<file path="config.mk">
export PLATFORM = sky130hd
export DESIGN_NAME = csel_top
export DESIGN_NICKNAME = d
export VERILOG_FILES = /design/src/rtl/csel_pkg.sv /design/src/rtl/csel_top.sv /design/src/rtl/csel_spi_engine.sv
export SDC_FILE = /design/constraint.sdc
export NUM_CORES = 1
export LEC_CHECK = 0
export BUFFER_PORTS_ARGS = -buffer_cell sky130_fd_sc_hd__buf_2
export CORE_UTILIZATION = 25
export DETAILED_ROUTE_END_ITERATION = 10
export SKIP_CTS_REPAIR_TIMING = 1
export SLEW_MARGIN = 0
export SYNTH_ARGS = -nofsm -noshare
export SYNTH_HDL_FRONTEND = slang
export SYNTH_SLANG_ARGS = --single-unit
</file>
<file path="constraint.sdc">
create_clock -name core_clk_i -period 3 [get_ports core_clk_i]
set_input_delay 0.15 -clock core_clk_i [delete_from_list [all_inputs] [get_ports core_clk_i]]
set_output_delay 0.15 -clock core_clk_i [all_outputs]
set_load 0.1 [all_outputs]
</file>
<file path="src/rtl/csel_pkg.sv">
// constants, modes and carrier types for the control interface select block
package csel_pkg;

  // ----------------------------------------------------------------
  // widths
  // ----------------------------------------------------------------
  localparam int SEL_W      = 3;
  localparam int DATA_W     = 16;
  localparam int BYTE_W     = 8;
  localparam int REG_ADDR_W = 8;
  localparam int SPI_ADDR_W = 7;
  localparam int BIT_CNT_W  = 3;

  // ----------------------------------------------------------------
  // select codes on interface_select[2:1], style on bit 0
  // ----------------------------------------------------------------
  localparam logic [1:0] SEL_HW    = 2'h0;
  localparam logic [1:0] SEL_SPI   = 2'h1;
  localparam logic [1:0] SEL_PAR8  = 2'h2;
  localparam logic [1:0] SEL_PAR16 = 2'h3;
  localparam int         SEL_STYLE_BIT = 0;
  localparam int         SEL_MODE_LSB  = 1;

  // ----------------------------------------------------------------
  // serial command byte layout and timing
  // ----------------------------------------------------------------
  localparam int SPI_RD_BIT   = 7;
  localparam int SPI_BYTE_MSB = 7;
  localparam logic [BIT_CNT_W-1:0] SPI_LAST_BIT = 3'h7;
  localparam longint CLK_HZ      = 50_000_000;
  localparam longint SPI_MAX_BPS = 10_000_000;
  // least clock cycles per serial bit at the top rate, rounded up
  localparam int SPI_MIN_BIT_CYC =
    int'((CLK_HZ + SPI_MAX_BPS - 1) / SPI_MAX_BPS);

  // ----------------------------------------------------------------
  // reset values
  // ----------------------------------------------------------------
  localparam logic OE_N_OFF = 1'b1;

  // ----------------------------------------------------------------
  // types
  // ----------------------------------------------------------------
  typedef enum logic [1:0] {
    IFM_HW, IFM_SPI, IFM_PAR8, IFM_PAR16
  } csel_mode_type;

  typedef struct packed {
    logic cs_n;
    logic rd_n;
    logic wr_n;
    logic rw;
    logic data_strobe_n;
    logic ale;
  } csel_par_ctl_type;

  typedef struct packed {
    logic sclk;
    logic cs_n;
    logic sdi;
  } csel_spi_pins_type;

  typedef struct packed {
    logic                  req;
    logic                  we;
    logic                  wide;
    logic [REG_ADDR_W-1:0] addr;
    logic [DATA_W-1:0]     wdata;
  } csel_reg_req_type;

endpackage : csel_pkg

</file>
<file path="src/rtl/csel_top.sv">
// control interface select: hardware, serial or parallel register access
`timescale 1ns/1ns
module csel_top
  import csel_pkg::*;
#(
  parameter int NPORT = 4,
  parameter int HW_W  = 16
)(
  input  wire logic                    core_clk_i,
  input  wire logic                    sys_rst_i,
  input  wire logic [SEL_W-1:0]        interface_select_i,
  input  wire logic                    force_tristate_in_i,
  input  wire logic                    par_muxed_i,
  input  wire csel_par_ctl_type        par_ctl_i,
  input  wire logic [REG_ADDR_W-1:0]   par_addr_i,
  input  wire logic [DATA_W-1:0]       par_data_i,
  output logic [DATA_W-1:0]            par_data_o,
  output logic [1:0]                   par_data_oe_n_o,
  input  wire csel_spi_pins_type       spi_pins_i,
  input  wire logic                    spi_cpol_i,
  input  wire logic                    spi_cpha_i,
  output logic                         spi_sdo_o,
  output logic                         spi_sdo_oe_n_o,
  input  wire logic [HW_W-1:0]         hw_ctrl_i,
  output logic [HW_W-1:0]              hw_ctrl_o,
  input  wire logic [NPORT-1:0]        port_los_i,
  output logic [NPORT-1:0]             port_loss_of_signal_out_o,
  output logic [NPORT-1:0]             port_los_oe_n_o,
  output csel_mode_type                mode_o,
  output csel_reg_req_type             reg_req_o,
  input  wire logic [DATA_W-1:0]       reg_rdata_i
);

  // ----------------------------------------------------------------
  // pin synchronisers
  // ----------------------------------------------------------------
  localparam int PIN_W = SEL_W + 1 + 1 + $bits(csel_par_ctl_type)
                       + REG_ADDR_W + DATA_W
                       + $bits(csel_spi_pins_type) + HW_W;

  logic [PIN_W-1:0]        pin_a_ff;
  logic [PIN_W-1:0]        pin_b_ff;
  logic [SEL_W-1:0]        sel_s;
  logic                    force_s;
  logic                    muxed_raw;
  csel_par_ctl_type        par_raw;
  logic [REG_ADDR_W-1:0]   addr_raw;
  logic [DATA_W-1:0]       data_raw;
  csel_spi_pins_type       spi_raw;
  logic [HW_W-1:0]         hw_raw;

  // all pins come from outside the clock domain; only stage b is read
  always_ff @(posedge core_clk_i) begin
    if (sys_rst_i) begin
      pin_a_ff <= '0;
      pin_b_ff <= '0;
    end else begin
      pin_a_ff <= {interface_select_i, force_tristate_in_i, par_muxed_i,
                   par_ctl_i, par_addr_i, par_data_i, spi_pins_i,
                   hw_ctrl_i};
      pin_b_ff <= pin_a_ff;
    end
  end

  assign {sel_s, force_s, muxed_raw, par_raw, addr_raw, data_raw,
          spi_raw, hw_raw} = pin_b_ff;

  // ----------------------------------------------------------------
  // mode decode
  // ----------------------------------------------------------------
  csel_mode_type mode_ff;
  logic          style_ff;
  logic          force_ff;
  logic          hw_mode;
  logic          spi_mode;
  logic          par_mode;
  logic          par16_mode;

  // select is a static strap; decoding it every cycle only costs a few
  // gates and keeps reset free of any port value
  always_ff @(posedge core_clk_i) begin
    if (sys_rst_i) begin
      mode_ff  <= IFM_HW;
      style_ff <= 1'b0;
      force_ff <= 1'b0;
    end else begin
      case (sel_s[SEL_W-1:SEL_MODE_LSB])
        SEL_HW:    mode_ff <= IFM_HW;
        SEL_SPI:   mode_ff <= IFM_SPI;
        SEL_PAR8:  mode_ff <= IFM_PAR8;
        SEL_PAR16: mode_ff <= IFM_PAR16;
        default:   mode_ff <= IFM_HW;
      endcase
      style_ff <= sel_s[SEL_STYLE_BIT];
      force_ff <= force_s;
    end
  end

  assign hw_mode    = (mode_ff == IFM_HW);
  assign spi_mode   = (mode_ff == IFM_SPI);
  assign par16_mode = (mode_ff == IFM_PAR16);
  assign par_mode   = (mode_ff == IFM_PAR8) || par16_mode;

  // ----------------------------------------------------------------
  // input gating: pins of unselected interfaces read as low
  // ----------------------------------------------------------------
  csel_par_ctl_type       par_s;
  csel_spi_pins_type      spi_s;
  logic [DATA_W-1:0]      data_s;
  logic [REG_ADDR_W-1:0]  addr_s;
  logic                   muxed_s;
  logic [HW_W-1:0]        hw_s;

  always_comb begin
    par_s   = par_mode ? par_raw : '0;
    spi_s   = spi_mode ? spi_raw : '0;
    data_s  = par_mode ? data_raw : '0;
    addr_s  = par_mode ? addr_raw : '0;
    muxed_s = par_mode & muxed_raw;
    hw_s    = hw_mode ? hw_raw : '0;
    if (!par16_mode) begin
      data_s[DATA_W-1:BYTE_W] = '0;
    end
    if (style_ff) begin
      par_s.rd_n = 1'b0;
      par_s.wr_n = 1'b0;
    end else begin
      par_s.rw            = 1'b0;
      par_s.data_strobe_n = 1'b0;
    end
  end

  // ----------------------------------------------------------------
  // parallel bus access
  // ----------------------------------------------------------------
  typedef enum {PAR_IDLE, PAR_RD, PAR_WR} csel_par_state_type;

  csel_par_state_type     par_state_ff;
  logic [REG_ADDR_W-1:0]  addr_lat_ff;
  logic [DATA_W-1:0]      wdata_cap_ff;
  csel_reg_req_type       par_req_ff;
  logic                   par_acc;
  logic                   par_is_rd;

  always_comb begin
    if (style_ff) begin
      par_acc   = ~par_s.cs_n & ~par_s.data_strobe_n;
      par_is_rd = par_s.rw;
    end else begin
      par_acc   = ~par_s.cs_n & (~par_s.rd_n | ~par_s.wr_n);
      par_is_rd = ~par_s.rd_n;
    end
    par_acc = par_acc & par_mode;
  end

  // multiplexed bus: address rides the data lines while ale is high
  always_ff @(posedge core_clk_i) begin
    if (sys_rst_i) begin
      addr_lat_ff <= '0;
    end else if (muxed_s && par_s.ale) begin
      addr_lat_ff <= data_s[REG_ADDR_W-1:0];
    end
  end

  // writes commit on strobe release so that the data are settled
  always_ff @(posedge core_clk_i) begin
    if (sys_rst_i) begin
      par_state_ff <= PAR_IDLE;
      wdata_cap_ff <= '0;
      par_req_ff   <= '0;
    end else begin
      par_req_ff.req <= 1'b0;
      case (par_state_ff)
        PAR_IDLE: begin
          if (par_acc) begin
            par_req_ff.addr <= muxed_s ? addr_lat_ff : addr_s;
            par_req_ff.wide <= par16_mode;
            if (par_is_rd) begin
              par_req_ff.req <= 1'b1;
              par_req_ff.we  <= 1'b0;
              par_state_ff   <= PAR_RD;
            end else begin
              wdata_cap_ff <= data_s;
              par_state_ff <= PAR_WR;
            end
          end
        end
        PAR_RD: begin
          if (!par_acc) begin
            par_state_ff <= PAR_IDLE;
          end
        end
        PAR_WR: begin
          if (par_acc) begin
            wdata_cap_ff <= data_s;
          end else begin
            par_req_ff.req   <= 1'b1;
            par_req_ff.we    <= 1'b1;
            par_req_ff.wdata <= wdata_cap_ff;
            par_state_ff     <= PAR_IDLE;
          end
        end
        default: par_state_ff <= PAR_IDLE;
      endcase
    end
  end

  // ----------------------------------------------------------------
  // serial engine
  // ----------------------------------------------------------------
  csel_reg_req_type  spi_req;
  logic              spi_sdo;
  logic              spi_sdo_oe_n;
  logic [DATA_W-1:0] rdata_ff;
  logic              rdata_vld_ff;

  // host keeps the bit rate at or below SPI_MAX_BPS, so each serial
  // half period spans at least two clocks after synchronising
  csel_spi_engine u_spi (
    .core_clk_i  (core_clk_i),
    .sys_rst_i   (sys_rst_i),
    .en_i        (spi_mode),
    .sclk_i      (spi_s.sclk),
    .cs_n_i      (spi_s.cs_n),
    .sdi_i       (spi_s.sdi),
    .cpol_i      (spi_cpol_i),
    .cpha_i      (spi_cpha_i),
    .rdata_vld_i (rdata_vld_ff),
    .rdata_i     (rdata_ff[BYTE_W-1:0]),
    .req_o       (spi_req),
    .sdo_o       (spi_sdo),
    .sdo_oe_n_o  (spi_sdo_oe_n)
  );

  // ----------------------------------------------------------------
  // register access port toward the internal register file
  // ----------------------------------------------------------------
  csel_reg_req_type reg_req_ff;
  logic             rd_pend_ff;

  always_ff @(posedge core_clk_i) begin
    if (sys_rst_i) begin
      reg_req_ff <= '0;
    end else if (spi_mode) begin
      reg_req_ff <= spi_req;
    end else if (par_mode) begin
      reg_req_ff <= par_req_ff;
    end else begin
      reg_req_ff <= '0;
    end
  end

  // read data are valid the cycle after the request pulse
  always_ff @(posedge core_clk_i) begin
    if (sys_rst_i) begin
      rd_pend_ff   <= 1'b0;
      rdata_ff     <= '0;
      rdata_vld_ff <= 1'b0;
    end else begin
      rd_pend_ff   <= reg_req_ff.req & ~reg_req_ff.we;
      rdata_vld_ff <= rd_pend_ff;
      if (rd_pend_ff) begin
        rdata_ff <= reg_rdata_i;
      end
    end
  end

  // ----------------------------------------------------------------
  // output pins
  // ----------------------------------------------------------------
  logic [DATA_W-1:0] par_data_ff;
  logic [1:0]        par_data_oe_n_ff;
  logic              par_drive;
  logic              spi_sdo_ff;
  logic              spi_sdo_oe_n_ff;

  // upper byte floats in 8-bit mode; read data held until next read
  assign par_drive = par_mode && par_state_ff == PAR_RD && par_acc;

  always_ff @(posedge core_clk_i) begin
    if (sys_rst_i) begin
      par_data_ff      <= '0;
      par_data_oe_n_ff <= {OE_N_OFF, OE_N_OFF};
    end else begin
      if (rdata_vld_ff && par_mode) begin
        par_data_ff <= rdata_ff;
      end
      par_data_oe_n_ff[0] <= force_ff | ~par_drive;
      par_data_oe_n_ff[1] <= force_ff | ~par_drive
                             | ~par16_mode;
    end
  end

  always_ff @(posedge core_clk_i) begin
    if (sys_rst_i) begin
      spi_sdo_ff      <= 1'b0;
      spi_sdo_oe_n_ff <= OE_N_OFF;
    end else begin
      spi_sdo_ff      <= spi_sdo;
      spi_sdo_oe_n_ff <= force_ff | ~spi_mode | spi_sdo_oe_n;
    end
  end

  // ----------------------------------------------------------------
  // hardware control pins and per-port status
  // ----------------------------------------------------------------
  logic [HW_W-1:0]  hw_ctrl_ff;
  logic [NPORT-1:0] los_ff;
  logic [NPORT-1:0] los_oe_n_ff;
  csel_mode_type    mode_out_ff;

  always_ff @(posedge core_clk_i) begin
    if (sys_rst_i) begin
      hw_ctrl_ff  <= '0;
      mode_out_ff <= IFM_HW;
    end else begin
      hw_ctrl_ff  <= hw_s;
      mode_out_ff <= mode_ff;
    end
  end

  generate
    for (genvar p = 0; p < NPORT; p++) begin : g_los
      always_ff @(posedge core_clk_i) begin
        if (sys_rst_i) begin
          los_ff[p]      <= 1'b0;
          los_oe_n_ff[p] <= OE_N_OFF;
        end else begin
          los_ff[p]      <= port_los_i[p];
          los_oe_n_ff[p] <= force_ff;
        end
      end
    end
  endgenerate

  assign par_data_o                = par_data_ff;
  assign par_data_oe_n_o           = par_data_oe_n_ff;
  assign spi_sdo_o                 = spi_sdo_ff;
  assign spi_sdo_oe_n_o            = spi_sdo_oe_n_ff;
  assign hw_ctrl_o                 = hw_ctrl_ff;
  assign port_loss_of_signal_out_o = los_ff;
  assign port_los_oe_n_o           = los_oe_n_ff;
  assign mode_o                    = mode_out_ff;
  assign reg_req_o                 = reg_req_ff;

endmodule : csel_top

</file>
<file path="src/rtl/csel_spi_engine.sv">
// serial register access engine, bytes with burst address increment
`timescale 1ns/1ns
module csel_spi_engine
  import csel_pkg::*;
(
  input  wire logic             core_clk_i,
  input  wire logic             sys_rst_i,
  input  wire logic             en_i,
  input  wire logic             sclk_i,
  input  wire logic             cs_n_i,
  input  wire logic             sdi_i,
  input  wire logic             cpol_i,
  input  wire logic             cpha_i,
  input  wire logic             rdata_vld_i,
  input  wire logic [BYTE_W-1:0] rdata_i,
  output csel_reg_req_type      req_o,
  output logic                  sdo_o,
  output logic                  sdo_oe_n_o
);

  typedef enum {SPI_CMD, SPI_WR, SPI_RD} csel_spi_state_type;

  csel_spi_state_type     state_ff;
  logic                   sclk_x_ff;
  logic [BIT_CNT_W-1:0]   bit_cnt_ff;
  logic [BYTE_W-1:0]      sh_ff;
  logic [SPI_ADDR_W-1:0]  addr_ff;
  logic [BYTE_W-1:0]      rd_byte_ff;
  csel_reg_req_type       req_ff;
  logic                   sdo_ff;
  logic                   sdo_oe_n_ff;
  logic                   active;
  logic                   sclk_x;
  logic                   samp;
  logic [BYTE_W-1:0]      nxt_byte;
  logic [SPI_ADDR_W-1:0]  nxt_addr;

  assign active   = en_i & ~cs_n_i;
  assign sclk_x   = sclk_i ^ cpol_i;
  // leading edge samples for phase 0, trailing edge for phase 1
  assign samp     = cpha_i ? (~sclk_x & sclk_x_ff)
                           : (sclk_x & ~sclk_x_ff);
  assign nxt_byte = {sh_ff[BYTE_W-2:0], sdi_i};
  assign nxt_addr = addr_ff + 1'b1;

  always_ff @(posedge core_clk_i) begin
    if (sys_rst_i) begin
      sclk_x_ff <= 1'b0;
    end else begin
      sclk_x_ff <= sclk_x;
    end
  end

  // ----------------------------------------------------------------
  // byte assembly and register requests
  // ----------------------------------------------------------------
  always_ff @(posedge core_clk_i) begin
    if (sys_rst_i || !active) begin
      state_ff   <= SPI_CMD;
      bit_cnt_ff <= '0;
      sh_ff      <= '0;
      addr_ff    <= '0;
      req_ff     <= '0;
    end else begin
      req_ff.req <= 1'b0;
      if (samp) begin
        sh_ff      <= nxt_byte;
        bit_cnt_ff <= bit_cnt_ff + 1'b1;
        if (bit_cnt_ff == SPI_LAST_BIT) begin
          case (state_ff)
            SPI_CMD: begin
              addr_ff     <= nxt_byte[SPI_ADDR_W-1:0];
              req_ff.addr <= REG_ADDR_W'(nxt_byte[SPI_ADDR_W-1:0]);
              req_ff.we   <= 1'b0;
              req_ff.wide <= 1'b0;
              if (nxt_byte[SPI_RD_BIT]) begin
                state_ff   <= SPI_RD;
                req_ff.req <= 1'b1;
              end else begin
                state_ff <= SPI_WR;
              end
            end
            SPI_WR: begin
              req_ff.req   <= 1'b1;
              req_ff.we    <= 1'b1;
              req_ff.addr  <= REG_ADDR_W'(addr_ff);
              req_ff.wdata <= DATA_W'(nxt_byte);
              addr_ff      <= nxt_addr;
            end
            SPI_RD: begin
              req_ff.req  <= 1'b1;
              req_ff.we   <= 1'b0;
              req_ff.addr <= REG_ADDR_W'(nxt_addr);
              addr_ff     <= nxt_addr;
            end
            default: state_ff <= SPI_CMD;
          endcase
        end
      end
    end
  end

  // ----------------------------------------------------------------
  // read data out, driven only in the read phase
  // ----------------------------------------------------------------
  always_ff @(posedge core_clk_i) begin
    if (sys_rst_i) begin
      rd_byte_ff  <= '0;
      sdo_ff      <= 1'b0;
      sdo_oe_n_ff <= OE_N_OFF;
    end else begin
      if (rdata_vld_i) begin
        rd_byte_ff <= rdata_i;
      end
      sdo_ff      <= rd_byte_ff[BIT_CNT_W'(SPI_BYTE_MSB) - bit_cnt_ff];
      sdo_oe_n_ff <= ~(active && state_ff == SPI_RD);
    end
  end

  assign req_o      = req_ff;
  assign sdo_o      = sdo_ff;
  assign sdo_oe_n_o = sdo_oe_n_ff;

endmodule : csel_spi_engine

</file>
# == After elaboration in Yosys (flattened, before gate mapping) ==
# Cells that the tools add are included.
# op_classes
n_addsub,3
n_lt_le_gt_ge,1
n_eq_ne,19
n_mux,34
n_bitwise,32
reduce_logical,29
# op_table
cell,n
$pmux W32 S2,2
$eq A32 B2 Y1 const B,3
$eq A32 B1 Y1 const B,2
$logic_not A32 Y1,2
$mux W16,4
$mux W32,2
$mux W27,2
$eq A32 B3 Y1 const B,1
$pmux W16 S2,1
$mux W8,3
$pmux W8 S3,1
$not A1 Y1,18
$pmux W7 S2,1
$mux W2,6
$ne A2 B2 Y1 const B,6
$reduce_and A3 Y1,4
$mux W11,1
$and A1 B1 Y1,8
$eq A2 B2 Y1 const B,4
$pmux W2 S4,1
$reduce_and A4 Y1,2
$add A7 B1 Y7 const B,1
$mux W6,1
$pmux W2 S3,1
20 further kinds,41
# word_totals
reg_bits,361
in_bits,78
out_inout_bits,73
wordCells,163

# == Logic depth before layout (Yosys ltp) ==
# logic_depth
ltp_word,13
ltp_mapped,8
depth_no_buf,7

# == Cells and area by module ==
# A second synthesis with hierarchy kept.
# unflattened
cells_unflattened,980
hier_area_um2,10268.6
# modules_own_cells
module,n_inst,cells_per_inst,area_per_inst_um2,seq_area_each_um2
csel_top,1,732,8031.5,5064.9
csel_spi_engine,1,248,2237.1,940.9

# == Least setup slack after synthesis ==
# Ideal clock, no wire load.
# synth_path
path_type,register to register
start,reg u_spi.state_ff[0]
end,reg u_spi.req_ff (netlist bit u_spi.req_o[19])
setup_ps,124
arrival_time_ps,1580
required_time_ps,2876
setup_slack_ps,1296
path_stages_with_launch,8
path_buffers,2
synth_period_minus_slack_ps,1704
cell_sequence,dfxtp_1 > inv_1 > ha_1 > buf_2 > clkinv_1 > clkbuf_1 > a221oi_1 > o31ai_2
# synth_between
elab_chain_cells,3
elab_cells_between_ends,6
cone_classes,eq/ne (2); mux (1); reduce/logical (3)
# synth_rtl
item,line_no,source
"start, declared",csel_spi_engine.sv:23,csel_spi_state_type state_ff;
"start signal, assigned",csel_spi_engine.sv:59,state_ff <= SPI_CMD;
"start signal, assigned",csel_spi_engine.sv:77,state_ff <= SPI_RD;
"start signal, assigned",csel_spi_engine.sv:80,state_ff <= SPI_WR;
"$eq A32 B1 Y1, or another cell as far along",csel_spi_engine.sv:70,case (state_ff)
$reduce_bool A3 Y1 (no source line),-,
$reduce_and A3 Y1 (no source line),-,
"end, declared",csel_spi_engine.sv:29,csel_reg_req_type req_ff;
# Parallel ways exist; a longest one is shown, timed or not. The select of a mux whose other input is x is not followed.
# A chain may end at the register's enable or synchronous reset.

# == Worst setup path in the final report ==
# layout_path
start,reg u_spi.state_ff[1]
end,reg u_spi.req_ff (netlist bit u_spi.req_o[17])
# Same word-level chain as after synthesis.

==> impl_metrics.toml <==
[outcome]
status = "completed"

[detailed_routing]
route.detailed.drc = 0
drt_wl_total_mm = 23.7
ant_nets = 0
drt-wirelength-per-cell_um = 13.6
avgViaCountPerCell = 4.17
drt_iter0_markers = 372
vias = 7237
drtPass1Iterations = 5

[cts]
cts-htree-levels = 2
clkLatencyLatePin_ns = 0.54
clock_path_buffers = 3
clkTransAtPathRegs_ns = 0.06
cts_buffers = 35
cts_root_buf = "clkbuf_16"
cts_tree = "yes"
clock-sinks = 300

[sta]
worstMarginPinSlew_ns = 0.725
final.setup_skew_ns = 0.0344
relSlewSlack_pct = 51.5
rsz0062_at_grt = "false"
layout_setup_ws_ns = 0.576
period_share_pct = 80.8
tns_ns = 0
fmax_ghz = 0.413
hold_viol_final = 0
finalSetupViolCount = 0
drv_slew = 0
finalWorstPathRequiredPeriod_ns = 2.42

[yosys]
synth_area_leader_cell = "dfxtp_1"
netlist_area_um2 = 10000
ys_seq_area_share_pct = 59.9
async_reset_ff_share_pct = 0
synthesis.nets = 1070
ys_seq_elements = 300
synthTopCellsByArea = "dfxtp_1 60%, nor2b_1 7.8%, mux2i_1 4.7%, nand2_1 4.0%, a21oi_1 3.2%"
ys_types = 52
synth_edf_count = 0
syn_avg_cell_area_um2 = 10.2
yosysTopAreaCellShare_pct = 59.9
postSynthCellCount = 982
yosysWarnings = 0
synthFlopType = "dfxtp_1"

[setup_path]
crit_path_start_kind = "flip-flop"
required_ns = 3.37
critPathCaptureType = "flip-flop"
slowest_delay_ns = 0.68
crit_path_max_fanout = 18
arrival_ns = 2.80
crit_path_cell_trace = "inv_1, ha_1, clkinv_1, a221o_1, o211ai_1, a21oi_1"
crit_slowest_cell = "ha_1"
timing.rr.start = "u_spi.state_ff[1]"
r2r_slack_ns = 0.58
path_class = "flip-flop to flip-flop"
startpoint = "u_spi.state_ff[1]"

[power]
power_uw = 8850
clkPwrFrac_pct = 49.4
p_comb_share_pct = 4.4
swShare_pct = 22.5
netSwitchingPower_uw = 1990
p_int_uw = 6860
seqPwrFrac_pct = 46.3
ir_worst_vdd_mv = 0.443
power_density_nw_per_um2 = 671
p_leak_uw = 0.00526

[global_route]
grt_first_pass_wirelength_mm = 36.6
grt_pass1_vias = 6829
groute.usage.overall_pct = 11.1
antenna_found_initial = 0
grt_max_degree = 161
grt-ovfl-total = 0

[final_layout]
drive_gt1_share_pct = 20.0
areaGrowthSynthToFinish_pct = 31.6
layout_common_cells = "300 x dfxtp_1, 149 x buf_2, 124 x nor2b_1"
regArea_um2 = 6010
multiInputGateArea_um2 = 3710
layout.nets = 1279
final_cells = 1734
fillCellCount = 4008
layout_commonest_cell = "dfxtp_1"
antenna_cells = 0
fin_area_um2 = 13200

[place]
dp_hpwl_mm = 15.7
post-place-ws_ns = 0.615
routabilityCongestion = 0.803
numPortBuffers = 150
place_inst = 1597
place_area_um2 = 11200

[die]
die_w_um = 202
row_count = 72
dieArea_um2 = 40900
design.core.area_um2 = 39100
die_height_um = 202
ios = 151
initial_core_util_pct = 25.6

[min_path]
hold_class = "input port to flip-flop"
min_from = "sys_rst_i"

[flow_run]
max_cap_violations = 0
state kept, by name, summed over array words and instances, names as in the netlist, 17 cells and up:
signal and count:
pin_b_ff 54, u_spi.req_o 17, pin_a_ff 54, par_req_ff 27, reg_req_o 27
per-layer routing:
metal	GRT usage (%)	up-vias	wire (um)
li1	-	3677	-
met1	15.3	3330	11500
met2	16.2	193	10000
met3	3.93	37	1690
met4	3.28	0	463
met5	0	-	0
final cells by class:
cell class / instances / area share, %
clock buffers: 41 / 7.12
repair buffers: 235 / 12.1
well taps: 518 / 4.91
inverters: 9 / 0.256
multi-input cells: 610 / 28.1
clock inverters: 21 / 1.94
flip-flops and latches: 300 / 45.5
cells by family (layout without fill, tap and decap cells):
kind of cell    Yosys count  after routing  share of synthesized area [%]
mux                      57             57                           6.04
fa+ha+maj                10             10                           1.25
xor+xnor                  2              2                          0.175
simple gates            397            397                           20.1
buf+inv                  72            306                           3.08
compound gates          144            144                           9.35
flops                   300            300                           59.9
synth_stat cells, types with 5 or more instances:
library cell,n
inv_1,8
dfxtp_1,300
o21ai_0,25
buf_4,5
and2_1,29
nor2b_1,125
nor3_1,5
nand3_1,38
mux2i_1,47
ha_1,10
a21o_1,7
a22o_1,17
mux2_2,8
clkbuf_1,45
nand2b_1,11
buf_2,10
nand2_1,108
nor2_1,64
a21oi_1,65
worst max-delay path: cells and delay by family (launching register included):
kind / cells / cell delay (ns)
adders and majority gates: 1 / 0.68
AOI/OAI and AO/OA: 3 / 0.58
DFF: 1 / 0.35
buffers and inverters: 2 / 0.67
power by group through the flow:
| stage | sequential, uW | clock (uW) | combinational, uW |
|---|---|---|---|
| 3_5_place_dp | 4180 | 0 | 312 |
| 6_report | 4090 | 4370 | 386 |
| 2_1_floorplan | 4240 | 0 | 154 |
| 3_3_place_gp | 4180 | 0 | 307 |
| 5_1_grt | 4100 | 4690 | 417 |
| 4_1_cts | 4090 | 4520 | 313 |
through the flow:
stage	utilization (%)	hold slack [ns]
CTS	31.8	-0.214
floorplan	-	0.278
finish	33.7	0.0145
global placement	28.8	0.356
detailed placement	28.8	0.365
global route	33.7	0.0236
worst paths after layout:
path / end / depth (start not counted)
worst min register to register: pin_b_ff[31] / 1
worst min-delay path: pin_a_ff[26] / 2
worst max register to register: u_spi.req_o[17] / 6
worst max-delay path: u_spi.req_o[17] / 6
No activity file was read; power rests on OpenSTA's default activity.
